`src/reset_effects_consts.vh`:
```
// Purpose: constants for the flash reset-effect block
// Assumes: 200 MHz ref_clk
// Notes:   timing counts are plain defaults
`ifndef RESET_EFFECTS_CONSTS_VH
`define RESET_EFFECTS_CONSTS_VH
`define REG_W            8
`define NV_DEPTH         8
`define NV_AW            3
`define IDX_STATUS       3'h0
`define IDX_CONFIG       3'h1
`define IDX_PROT         3'h2
`define IDX_IOMODE       3'h3
`define NV_VAL_RST       8'h00
`define ECC_CLEAR        8'h00
`define CMD_RESET_EN     8'h66
`define CMD_SW_RESET     8'h99
`define CLK_PERIOD_PS    5000
`define RESET_TIME_NS    1000
`define RESET_CYCLES     ((`RESET_TIME_NS * 1000 + `CLK_PERIOD_PS - 1) / `CLK_PERIOD_PS)
`define SIG_PULSES       3'h4
`endif

```
`src/flash_reset_effects.v`:
```
// Purpose: reset-effect sequencing for a serial NOR flash
// Assumes: spiClk, csN, dataLineZero, hwResetN are async pins
// Notes:   transactions arrive already decoded as command bytes at csN rise
`timescale 1ns/10ps
`default_nettype none
`include "reset_effects_consts.vh"
module flash_reset_effects #(
  parameter RESET_CYCLES = `RESET_CYCLES
) (
  // Clock and reset
  input  wire                  ref_clk,
  input  wire                  rst,
  // Pins from host
  input  wire                  spiClk,
  input  wire                  csN,
  input  wire                  dataLineZero,
  input  wire                  hwResetN,
  // Decoded transaction at chip-select rise
  input  wire                  txnDone,
  input  wire [`REG_W-1:0]     txnCmd,
  // Embedded operation requests
  input  wire                  eraseStart,
  input  wire                  programStart,
  input  wire                  readStart,
  input  wire                  opDone,
  // Volatile writes
  input  wire                  volWrEn,
  input  wire [`NV_AW-1:0]     volWrIdx,
  input  wire [`REG_W-1:0]     volWrData,
  input  wire                  eccSet,
  input  wire [`REG_W-1:0]     eccSetData,
  // Non-volatile writes
  input  wire                  nvWrEn,
  input  wire [`NV_AW-1:0]     nvWrIdx,
  input  wire [`REG_W-1:0]     nvWrData,
  // Register views
  output reg  [`REG_W-1:0]     statusReg_r,
  output reg  [`REG_W-1:0]     configReg_r,
  output reg  [`REG_W-1:0]     protReg_r,
  output reg  [`REG_W-1:0]     ioMode_r,
  output reg  [`REG_W-1:0]     eccStatus_r,
  // Operation status
  output reg                   eraseAbort_r,
  output reg                   programAbort_r,
  output reg                   readAbort_r,
  output wire                  opBusy,
  // Output pins
  output wire                  readyBusyOut,
  output wire                  readyBusyOe,
  output wire                  outputsOe,
  output wire                  inputsEnable
);
  localparam [3:0] S_IDLE = 4'h1;
  localparam [3:0] S_HOLD = 4'h2;
  localparam [3:0] S_LOAD = 4'h4;
  localparam [3:0] S_WAIT = 4'h8;
  localparam [1:0] K_POR  = 2'h0;
  localparam [1:0] K_HW   = 2'h1;
  localparam [1:0] K_SW   = 2'h2;
  localparam [2:0] OP_NONE = 3'h0;
  localparam [2:0] OP_ERASE = 3'h1;
  localparam [2:0] OP_PROG = 3'h2;
  localparam [2:0] OP_READ = 3'h4;

  // Two-flop synchronisers for pins
  reg [1:0] csSync_r;
  reg [1:0] dqSync_r;
  reg [1:0] rstPinSync_r;
  reg [1:0] sckSync_r;
  reg       csPrev_r;
  reg       sckPrev_r;
  always @(posedge ref_clk or posedge rst) begin
    if (rst) begin
      csSync_r     <= 2'h3;
      dqSync_r     <= 2'h0;
      rstPinSync_r <= 2'h3;
      sckSync_r    <= 2'h0;
      csPrev_r     <= 1'b1;
      sckPrev_r    <= 1'b0;
    end else begin
      csSync_r     <= {csSync_r[0], csN};
      dqSync_r     <= {dqSync_r[0], dataLineZero};
      rstPinSync_r <= {rstPinSync_r[0], hwResetN};
      sckSync_r    <= {sckSync_r[0], spiClk};
      csPrev_r     <= csSync_r[1];
      sckPrev_r    <= sckSync_r[1];
    end
  end
  wire csFall = csPrev_r & ~csSync_r[1];
  wire csRise = ~csPrev_r & csSync_r[1];
  wire sckEdge = sckPrev_r ^ sckSync_r[1];

  reg [3:0]  state_r;
  reg [3:0]  state_nxt;
  reg [1:0]  kind_r;
  reg [31:0] cnt_r;
  reg [2:0]  loadIdx_r;
  reg [2:0]  op_r;
  reg        swArmed_r;
  reg [2:0]  sigCnt_r;
  reg        sigDq_r;
  reg        sigBad_r;
  reg        sckSeen_r;
  reg        hwPinPrev_r;

  // Wait count sized to the timer on purpose
  localparam [31:0] WAIT_LOAD = RESET_CYCLES - 1;

  // Pins shut only for power-on and hardware kinds
  function hw_quiet;
    input [3:0] st;
    input [1:0] kd;
    begin
      hw_quiet = (st != S_IDLE) && (kd != K_SW);
    end
  endfunction

  wire       inReset  = (state_r != S_IDLE);
  wire       hwKind   = (kind_r != K_SW);
  wire       hwQuiet  = hw_quiet(state_r, kind_r);
  wire [2:0] loadPrev = loadIdx_r - 3'h1;
  wire       loadLast = (loadIdx_r == `IDX_IOMODE + 3'h1);

  wire sigTrig = csRise & ~sigBad_r & ~sckSeen_r & (sigCnt_r == `SIG_PULSES - 3'h1) & ~inReset;
  wire hwPinFall = hwPinPrev_r & ~rstPinSync_r[1];
  wire swTrig = txnDone & ~inReset & swArmed_r & (txnCmd == `CMD_SW_RESET);
  wire hwTrig = (sigTrig | hwPinFall) & ~hwQuiet;

  wire [`REG_W-1:0] nvRd;
  wire [`NV_AW-1:0] rdIdx = loadIdx_r[`NV_AW-1:0];
  nv_store u_nv (
    .ref_clk (ref_clk),
    .wrEn    (nvWrEn & ~inReset),
    .wrAddr  (nvWrIdx),
    .wrData  (nvWrData),
    .rdAddr  (rdIdx),
    .rdData  (nvRd)
  );

  always @* begin
    state_nxt = state_r;
    case (state_r)
      S_IDLE: begin
        if (hwTrig | swTrig) state_nxt = S_HOLD;
      end
      S_HOLD: state_nxt = S_LOAD;
      S_LOAD: begin
        if (loadLast) state_nxt = S_WAIT;
      end
      S_WAIT: begin
        if (cnt_r == 32'h0) state_nxt = S_IDLE;
      end
      default: state_nxt = S_IDLE;
    endcase
    // Hardware pin reset restarts a running software reset; a signaling reset cannot, as it is gated off in reset
    if (hwTrig) begin
      state_nxt = S_HOLD;
    end
  end

  always @(posedge ref_clk or posedge rst) begin
    if (rst) begin
      state_r        <= S_HOLD;
      kind_r         <= K_POR;
      cnt_r          <= 32'h0;
      loadIdx_r      <= 3'h0;
      op_r           <= OP_NONE;
      swArmed_r      <= 1'b0;
      sigCnt_r       <= 3'h0;
      sigDq_r        <= 1'b0;
      sigBad_r       <= 1'b0;
      sckSeen_r      <= 1'b0;
      hwPinPrev_r    <= 1'b1;
      statusReg_r    <= 8'h00;
      configReg_r    <= 8'h00;
      protReg_r      <= 8'h00;
      ioMode_r       <= 8'h00;
      eccStatus_r    <= 8'h00;
      eraseAbort_r   <= 1'b0;
      programAbort_r <= 1'b0;
      readAbort_r    <= 1'b0;
    end else begin
      state_r     <= state_nxt;
      hwPinPrev_r <= rstPinSync_r[1];
      // Hardware pin ignored while a hardware reset runs
      if (hwTrig | swTrig) begin
        kind_r    <= hwTrig ? K_HW : K_SW;
        loadIdx_r <= 3'h0;
        eraseAbort_r   <= (op_r == OP_ERASE);
        programAbort_r <= (op_r == OP_PROG);
        readAbort_r    <= hwTrig & (op_r == OP_READ);
        op_r <= OP_NONE;
        eccStatus_r <= `ECC_CLEAR;
        if (hwTrig) begin
          statusReg_r <= 8'h00;
          configReg_r <= 8'h00;
          protReg_r   <= 8'h00;
        end
      end else if (state_r == S_HOLD) begin
        eccStatus_r <= `ECC_CLEAR;
        loadIdx_r   <= 3'h1;
      end else if (state_r == S_LOAD) begin
        loadIdx_r <= loadIdx_r + 3'h1;
        // Read data lags address by one cycle
        case (loadPrev)
          `IDX_STATUS: statusReg_r <= nvRd;
          `IDX_CONFIG: configReg_r <= nvRd;
          `IDX_PROT:   protReg_r <= nvRd;
          `IDX_IOMODE: begin
            if (hwKind) ioMode_r <= nvRd;
          end
          default: ;
        endcase
        cnt_r <= WAIT_LOAD;
      end else if (state_r == S_WAIT) begin
        cnt_r <= (cnt_r == 32'h0) ? 32'h0 : cnt_r - 32'h1;
      end else begin
        if (eccSet) begin
          eccStatus_r <= eccSetData;
        end
        if (volWrEn) begin
          case (volWrIdx)
            `IDX_STATUS: statusReg_r <= volWrData;
            `IDX_CONFIG: configReg_r <= volWrData;
            `IDX_PROT:   protReg_r   <= volWrData;
            `IDX_IOMODE: ioMode_r    <= volWrData;
            default: ;
          endcase
        end
        if (opDone) begin
          op_r <= OP_NONE;
        end else if (op_r == OP_NONE) begin
          if (eraseStart) op_r <= OP_ERASE;
          else if (programStart) op_r <= OP_PROG;
          else if (readStart) op_r <= OP_READ;
        end
      end
      if (txnDone & ~inReset) begin
        swArmed_r <= (txnCmd == `CMD_RESET_EN);
      end else if (inReset) begin
        swArmed_r <= 1'b0;
      end
      if (sckEdge | hwQuiet) begin
        sigCnt_r  <= 3'h0;
        sigBad_r  <= 1'b0;
        sckSeen_r <= sckEdge;
      end else if (csFall) begin
        sigBad_r  <= sigBad_r | ((sigCnt_r != 3'h0) & (dqSync_r[1] == sigDq_r));
        sckSeen_r <= 1'b0;
      end else if (csRise) begin
        // Clocked select is a transaction, not a pulse
        if (sckSeen_r) begin
          sigCnt_r <= 3'h0;
          sigBad_r <= 1'b0;
        end else begin
          sigDq_r  <= dqSync_r[1];
          sigCnt_r <= sigTrig ? 3'h0 : sigCnt_r + 3'h1;
          if (sigCnt_r == 3'h0) begin
            sigBad_r <= dqSync_r[1];
          end
        end
      end
    end
  end

  assign opBusy = (op_r != OP_NONE);
  assign readyBusyOut = ~inReset;
  assign readyBusyOe  = 1'b1;
  assign outputsOe    = ~hwQuiet;
  assign inputsEnable = ~hwQuiet;
endmodule // flash_reset_effects
`default_nettype wire

```
`src/nv_store.v`:
```
// Purpose: small non-volatile register image with registered read
// Assumes: single clock, write and read ports independent
// Notes:   contents survive every reset kind
`timescale 1ns/10ps
`default_nettype none
`include "reset_effects_consts.vh"
module nv_store (
  // Clock
  input  wire                  ref_clk,
  // Write port
  input  wire                  wrEn,
  input  wire [`NV_AW-1:0]     wrAddr,
  input  wire [`REG_W-1:0]     wrData,
  // Read port
  input  wire [`NV_AW-1:0]     rdAddr,
  output reg  [`REG_W-1:0]     rdData
);
  reg [`REG_W-1:0] mem [0:`NV_DEPTH-1];
  integer i;
  initial begin
    for (i = 0; i < `NV_DEPTH; i = i + 1) begin
      mem[i] = `NV_VAL_RST;
    end
  end
  // No reset here: non-volatile image never reverts
  always @(posedge ref_clk) begin
    if (wrEn) begin
      mem[wrAddr] <= wrData;
    end
    rdData <= mem[rdAddr];
  end
endmodule // nv_store
`default_nettype wire

```
`config.mk`:
```
export PLATFORM = sky130hd
export DESIGN_NAME = flash_reset_effects
export DESIGN_NICKNAME = d
export VERILOG_FILES = /design/src/flash_reset_effects.v /design/src/nv_store.v
export VERILOG_INCLUDE_DIRS = /design/src
export SDC_FILE = /design/constraint.sdc
export NUM_CORES = 1
export LEC_CHECK = 0
export ABC_AREA = 1
export BUFFER_PORTS_ARGS = -buffer_cell sky130_fd_sc_hd__buf_2
export CORE_UTILIZATION = 50
export DETAILED_ROUTE_END_ITERATION = 12
export PLACE_DENSITY_LB_ADDON = 0.1
export REMOVE_ABC_BUFFERS = 1
export SYNTH_ARGS = -nofsm -noshare
export SYNTH_HDL_FRONTEND = slang
export SYNTH_HIERARCHICAL = 1
export SYNTH_SLANG_ARGS = --single-unit
```
`constraint.sdc`:
```
create_clock -name ref_clk -period 4 [get_ports ref_clk]
set_input_delay 0.2 -clock ref_clk [delete_from_list [all_inputs] [get_ports ref_clk]]
set_output_delay 0.2 -clock ref_clk [all_outputs]
set_load 0.02 [all_outputs]
```
[Word-level counts from Yosys, hierarchy flattened]
Memory sizes are Yosys's and may differ from the RTL's. A register that Yosys moved wholly into a read port is not among the register bits.
Cells that the tools add are included.
Word-level totals
  input bits: 52
  output and inout bits: 48
  register bits after elaboration: 105
  RAM bits: 64
  word-level logic and storage cells: 202
  memories kept: 1
Memories
  u_nv.mem: words 8, bits a word 8, read ports 1, clocked after memory_dff 1, write ports 1, line nv_store.v:18  | reg [`REG_W-1:0] mem [0:`NV_DEPTH-1];
Operators by class
  mux-type cells: 70
  $add $sub $neg: 4
  reduce and logical (&&, ||, !) cells: 35
  bitwise logic cells: 30
  eq/ne operators: 37
Operator list (count)
  8-bit two-way mux: 33
  32-bit two-way mux: 3
  3-bit two-way mux: 17
  32-bit logical NOT: 1
  32-bit by 1-bit subtractor with 32-bit output, second input constant: 1
  3-bit nonzero test: 10
  3-bit by 2-bit == test with 1-bit output, second input constant: 6
  3-bit inequality test, second input constant: 6
  6-bit AND reduction: 3
  4-bit two-way mux: 4
  4-bit one-hot mux with 4 select lines: 1
  1-bit AND: 14
  2-bit inequality test, second input constant: 7
  3-bit logical NOT: 4
  2-bit nonzero test: 6
  1-bit two-way mux: 11
  1-bit inverter: 11
  3-bit by 1-bit == test with 1-bit output, second input constant: 3
  3-bit by 2-bit inequality test with 1-bit output, second input constant: 3
  3-bit AND reduction: 3
  8-bit by 7-bit == test with 1-bit output, second input constant: 1
  8-bit == test, second input constant: 1
  7-bit AND reduction: 1
  3-bit by 1-bit adder with 3-bit output, second input constant: 2
  18 further kinds: 24

[Depth between registers and ports, before layout]
  depth in word-level cells: 12
  depth in mapped cells: 14

[By module]
Netlist, hierarchy kept.
By module, submodules not included
  flash_reset_effects: area an instance 6040.8 µm², times used 1, cells an instance 786
  nv_store: area an instance 3050.4 µm², times used 1, cells an instance 303

[Least setup slack after synthesis]
No wires, ideal clock.
  kind: flip-flop to flip-flop
  start point: register csSync_r[1]
  end point: register statusReg_r[2]
  path slack: 2.176 ns
  buffers on the path: 1
  cell stages (with the launch flop): 12
  data arrival time: 1.701 ns
  setup time: 0.124 ns
  cell sequence: dfstp_2 -> ha_1 -> nand2_1 -> nor2_1 -> nand2_2 -> nand2_4 -> nand2_8 -> nand2_2 -> nand2_2 -> buf_6 -> o21ai_0 -> nand2_1
Between the ends
  longest elaborated chain between the ends: 10
RTL lines
  start: declaration: line flash_reset_effects.v:66  | reg [1:0] csSync_r;
  start signal: assignment: line flash_reset_effects.v:81  | csSync_r <= {csSync_r[0], csN};
  1-bit AND (*): line flash_reset_effects.v:90  | wire csRise = ~csPrev_r & csSync_r[1];
  1-bit AND (*) (4 in a row): line flash_reset_effects.v:124  | wire sigTrig = csRise & ~sigBad_r & ~sckSeen_r & (sigCnt_r == `SIG_PULSES - 3'h1) & ~inReset;
  1-bit bitwise OR (*): line flash_reset_effects.v:127  | wire hwTrig = (sigTrig | hwPinFall) & ~hwQuiet;
  1-bit AND (*): line flash_reset_effects.v:127
  1-bit bitwise OR: line flash_reset_effects.v:186  | if (hwTrig | swTrig) begin
  3-bit by 2-bit inequality test with 1-bit output (no source line), or another cell as far along
  6-bit AND reduction (no source line)
  end signal: assignment: line flash_reset_effects.v:206  | `IDX_STATUS: statusReg_r <= nvRd;
  end signal: assignment: line flash_reset_effects.v:223  | `IDX_STATUS: statusReg_r <= volWrData;
  end: declaration: line flash_reset_effects.v:37  | output reg [`REG_W-1:0] statusReg_r,
Mark *: on every way between the ends. The rest lies on a longest branch, timed or not.
A chain may end at the register's enable or synchronous reset.

[Worst setup path after layout]
  start point: register csSync_r[1]
  end point: register cnt_r[5]
Between the ends
  longest elaborated chain between the ends: 10
RTL lines
  1-bit AND: line flash_reset_effects.v:90
  1-bit AND (4 in a row): line flash_reset_effects.v:124
  1-bit bitwise OR: line flash_reset_effects.v:127
  1-bit AND: line flash_reset_effects.v:127
  1-bit bitwise OR: line flash_reset_effects.v:186
  1-bit inverter (no source line)
  3-bit AND reduction (no source line)
  end signal: assignment: line flash_reset_effects.v:216  | cnt_r <= (cnt_r == 32'h0) ? 32'h0 : cnt_r - 32'h1;
  end: declaration: line flash_reset_effects.v:96  | reg [31:0] cnt_r;
Every way passes these cells.

==> impl_metrics.tcl <==
set metrics [dict create \
    yosys.area_share.simple_pct 29.0 \
    p_int_uw 4120 \
    tns_ns 0 \
    p_switching_uw 3060 \
    root_buffer "clkbuf_16" \
    cts_tree "built" \
    power.share.switching_pct 42.6 \
    synth_xor_area_share_pct 2.50 \
    critPathBufInv 1 \
    yosysWarnings 6 \
    drc_errors 0 \
    drt_iter0_markers 521 \
    htreeDepth 4 \
    start_util_pct 51.8 \
    grt_pass1_wl_mm 34.1 \
    finalWirelength_mm 21.2 \
    synth_area_leader_cell "dfrtp_1" \
    dieHeight_um 137 \
    cap_violations 0 \
    clockBufferDepth 2 \
    post-route-util_pct 58.8 \
    worst_path_max_delay_cell "dfstp_2" \
    p_per_area_mw_per_mm2 695 \
    synthMuxAreaShare_pct 0.881 \
    diodes 0 \
    core_area_mm2 0.0175 \
    max-vdd-ir-drop_uv 405 \
    slew_violations 0 \
    die_w_um 137 \
    rsz0062_at_grt "false" \
    track_usage_pct 24.1 \
    status "completed" \
    fp.dieArea_mm2 0.0187 \
    area_growth_pct 13.5 \
    tightest_slew_ns 1.01 \
    setup_viol 0 \
    crit_chain "ha_1 > nand2_1 > nor2_1 > nand2_2 > nand2_4 > nand2_8 > nand2_1 > nand2_2 > inv_2 > o21ai_0" \
    hold_viol 0 \
    timing.slew.headroom_pct 32.2 \
    vias_per_cell 5.05 \
    cp_max_fo 33 \
    final_common_cell "nand2_1" \
    portBuffers 98 \
    p_leak_uw 0.00529 \
    clock.fmax_ghz 0.381 \
    synth_top_family_by_area "simple AND/OR/NAND/NOR gates" \
    pwr-share-clk_pct 23.1 \
    ys_ff_latch 177 \
    crit_required_ns 4.29 \
    crit_arrival_ns 2.92 \
    clk_pin_slew_worst_paths_ns 0.07 \
    antenna_found_initial 0 \
    cp_top_family "simple AND/OR/NAND/NOR gates" \
    vias 7191 \
    critPathCaptureType "flop" \
    p_seq_share_pct 37.3 \
    synth_top_area_share_pct 27.0 \
    layout_common_cells "nand2_1, inv_1, nor2_1" \
    comb_power_share_pct 39.6 \
    gpl.final_weighted_congestion 0.910 \
    grt-ovfl-total 0 \
    grt_max_degree 60 \
    synth-compound-area-share_pct 4.86 \
    place_area_mm2 0.00967 \
    numCtsBuffers 17 \
    clock_skew_ns 0.00973 \
    power_uw 7180 \
    syn_avg_cell_area_um2 8.35 \
    clkLatencyLatePin_ns 0.43 \
    synth_fa_ha_area_share_pct 1.79 \
    synth.distinct_cells 44 \
    synth_cells 1089 \
    hp-class "input pin to flop" \
    dr.pass1.iters 5 \
    seq_area_frac_synth_pct 51.9 \
    fin_nets 1250 \
    critPathKind "flop to flop" \
    startpoint_type "flop" \
    rows 48 \
    syn_area_mm2 0.00909 \
    drive_above_1_share_pct 15.0 \
    post_cts_resized 0 \
    ant_nets 0 \
    ios 100 \
    post-route-cell-area_mm2 0.0103 \
    min_period_over_period_pct 65.7 \
    period_needed_ns 2.63 \
    dp_hpwl_mm 14.7 \
    drt-wirelength-per-cell_um 14.9 \
    grt_pass1_vias 6628 \
    ys_top_cells_by_area "dfrtp_1, edfxtp_1, nand2_1" \
    critPathMaxStageDelay_ns 0.55 \
    cts.sinks 177 \
]
## logic make-up (layout without fill, tap and decap cells)
| logic type | after synthesis | after routing |
|---|---|---|
| XOR/XNOR | 26 | 26 |
| multiplexers | 8 | 8 |
| buffers and inverters | 188 | 297 |
| AND/OR/NAND/NOR | 601 | 601 |
| AO/OA/AOI/OAI | 75 | 75 |
| adder cells (fa/ha/maj) | 13 | 13 |
| other | 1 | 1 |
| flip-flops | 177 | 177 |
## stage by stage
step	std cells	hold slack (ns)	setup slack, ns
final	1423	0.0348	1.37
after floorplan	1060	0.204	1.05
after detailed placement	1386	0.310	1.35
after CTS	1423	0.0270	1.35
after global routing	1423	0.0351	1.05
after global placement	1386	0.308	1.44
## path summary, 6_finish.rpt
kind	start	endpoint	slack, ns	cells past startpoint
worst min-delay path	nvWrData[0]	u_nv/mem[7][0]	0.03	1
worst max-delay path	csSync_r[1]	cnt_r[5]	1.37	10
worst min register to register	csSync_r[0]	csSync_r[1]	0.36	0
max in group asynchronous	rst	cnt_r[10]	2.95	4
worst max register to register	csSync_r[1]	cnt_r[5]	1.37	10
min in group asynchronous	rst	configReg_r[4]	0.47	4
## routing by layer
layer | share of wire (%) | up-vias | GRT usage, %
met5 | 0 | - | 0
met4 | 1.3 | 0 | 5.92
met3 | 5.2 | 17 | 4.15
met2 | 45 | 180 | 38.2
met1 | 48 | 3349 | 34.4
li1 | - | 3645 | -
## synth_stat cells
| cell type | number |
|---|---|
| clkinv_1 | 1 |
| nand3_2 | 5 |
| nand3_1 | 86 |
| nand3b_1 | 2 |
| inv_2 | 10 |
| o21bai_1 | 16 |
| buf_4 | 9 |
| nor3_2 | 1 |
| o21ai_0 | 28 |
| a22oi_1 | 1 |
| nand2_8 | 1 |
| or2_2 | 3 |
| nor2_8 | 2 |
| a21oi_1 | 10 |
| inv_1 | 146 |
| edfxtp_1 | 64 |
| buf_2 | 7 |
| nand2_4 | 2 |
| nor2_1 | 124 |
| mux2i_1 | 8 |
| buf_6 | 9 |
| clkbuf_1 | 2 |
| nand4_1 | 28 |
| nand2_1 | 328 |
| nand2_2 | 5 |
| buf_1 | 2 |
| inv_4 | 2 |
| conb_1 | 1 |
| dfxtp_1 | 8 |
| nor2_4 | 5 |
| ha_1 | 13 |
| o32ai_1 | 1 |
| dfstp_2 | 7 |
| dfrtp_1 | 98 |
| o21ai_1 | 13 |
| nor2_2 | 1 |
| o21ai_4 | 1 |
| nand4_2 | 1 |
| xor2_1 | 23 |
| xnor2_1 | 3 |
| nand4_4 | 1 |
| nor3_1 | 6 |
| o31ai_1 | 2 |
| o22ai_1 | 3 |
## power groups by stage
stage	registers [uW]	clock network (uW)	logic (uW)
2_1_floorplan	2860	0	1810
6_report	2670	1660	2840
4_1_cts	2670	1690	2850
3_5_place_dp	2700	0	2830
5_1_grt	2720	1770	3220
3_3_place_gp	2690	0	2790
## layout make-up
| class | count | area, um^2 |
|---|---|---|
| multi-input combinational | 724 | 3550 |
| sequential | 177 | 4720 |
| fill | 1623 | 7220 |
| timing repair buffer | 106 | 563 |
| clock buffer | 17 | 425 |
| tap | 225 | 282 |
| clock inverter | 15 | 175 |
| inverter | 159 | 604 |
## what timing repair did
item | CTS | global route
buffers inserted | 0 | 0
hold buffers | 5 | 0
hold endpoints to repair | 43 | 0
setup endpoints to repair | 0 | 0
## worst register-to-register path, delay by kind of cell, from the launching register on
kind | cells | cell delay (ns)
compound gates | 1 | 0.16
simple gates | 7 | 1.05
fa+ha+maj | 1 | 0.21
buf+inv | 1 | 0.53
flops | 1 | 0.55
## flip-flops by register name, indices dropped and copies added (netlist names), 3 cells and up
signal	flops
loadIdx_r	3
u_nv/mem	64
ioMode_r	8
state_r	4
sigCnt_r	3
configReg_r	8
op_r	3
protReg_r	8
statusReg_r	8
u_nv/rdData	8
cnt_r	32
eccStatus_r	8
No activity file was read; power rests on OpenSTA's default activity.
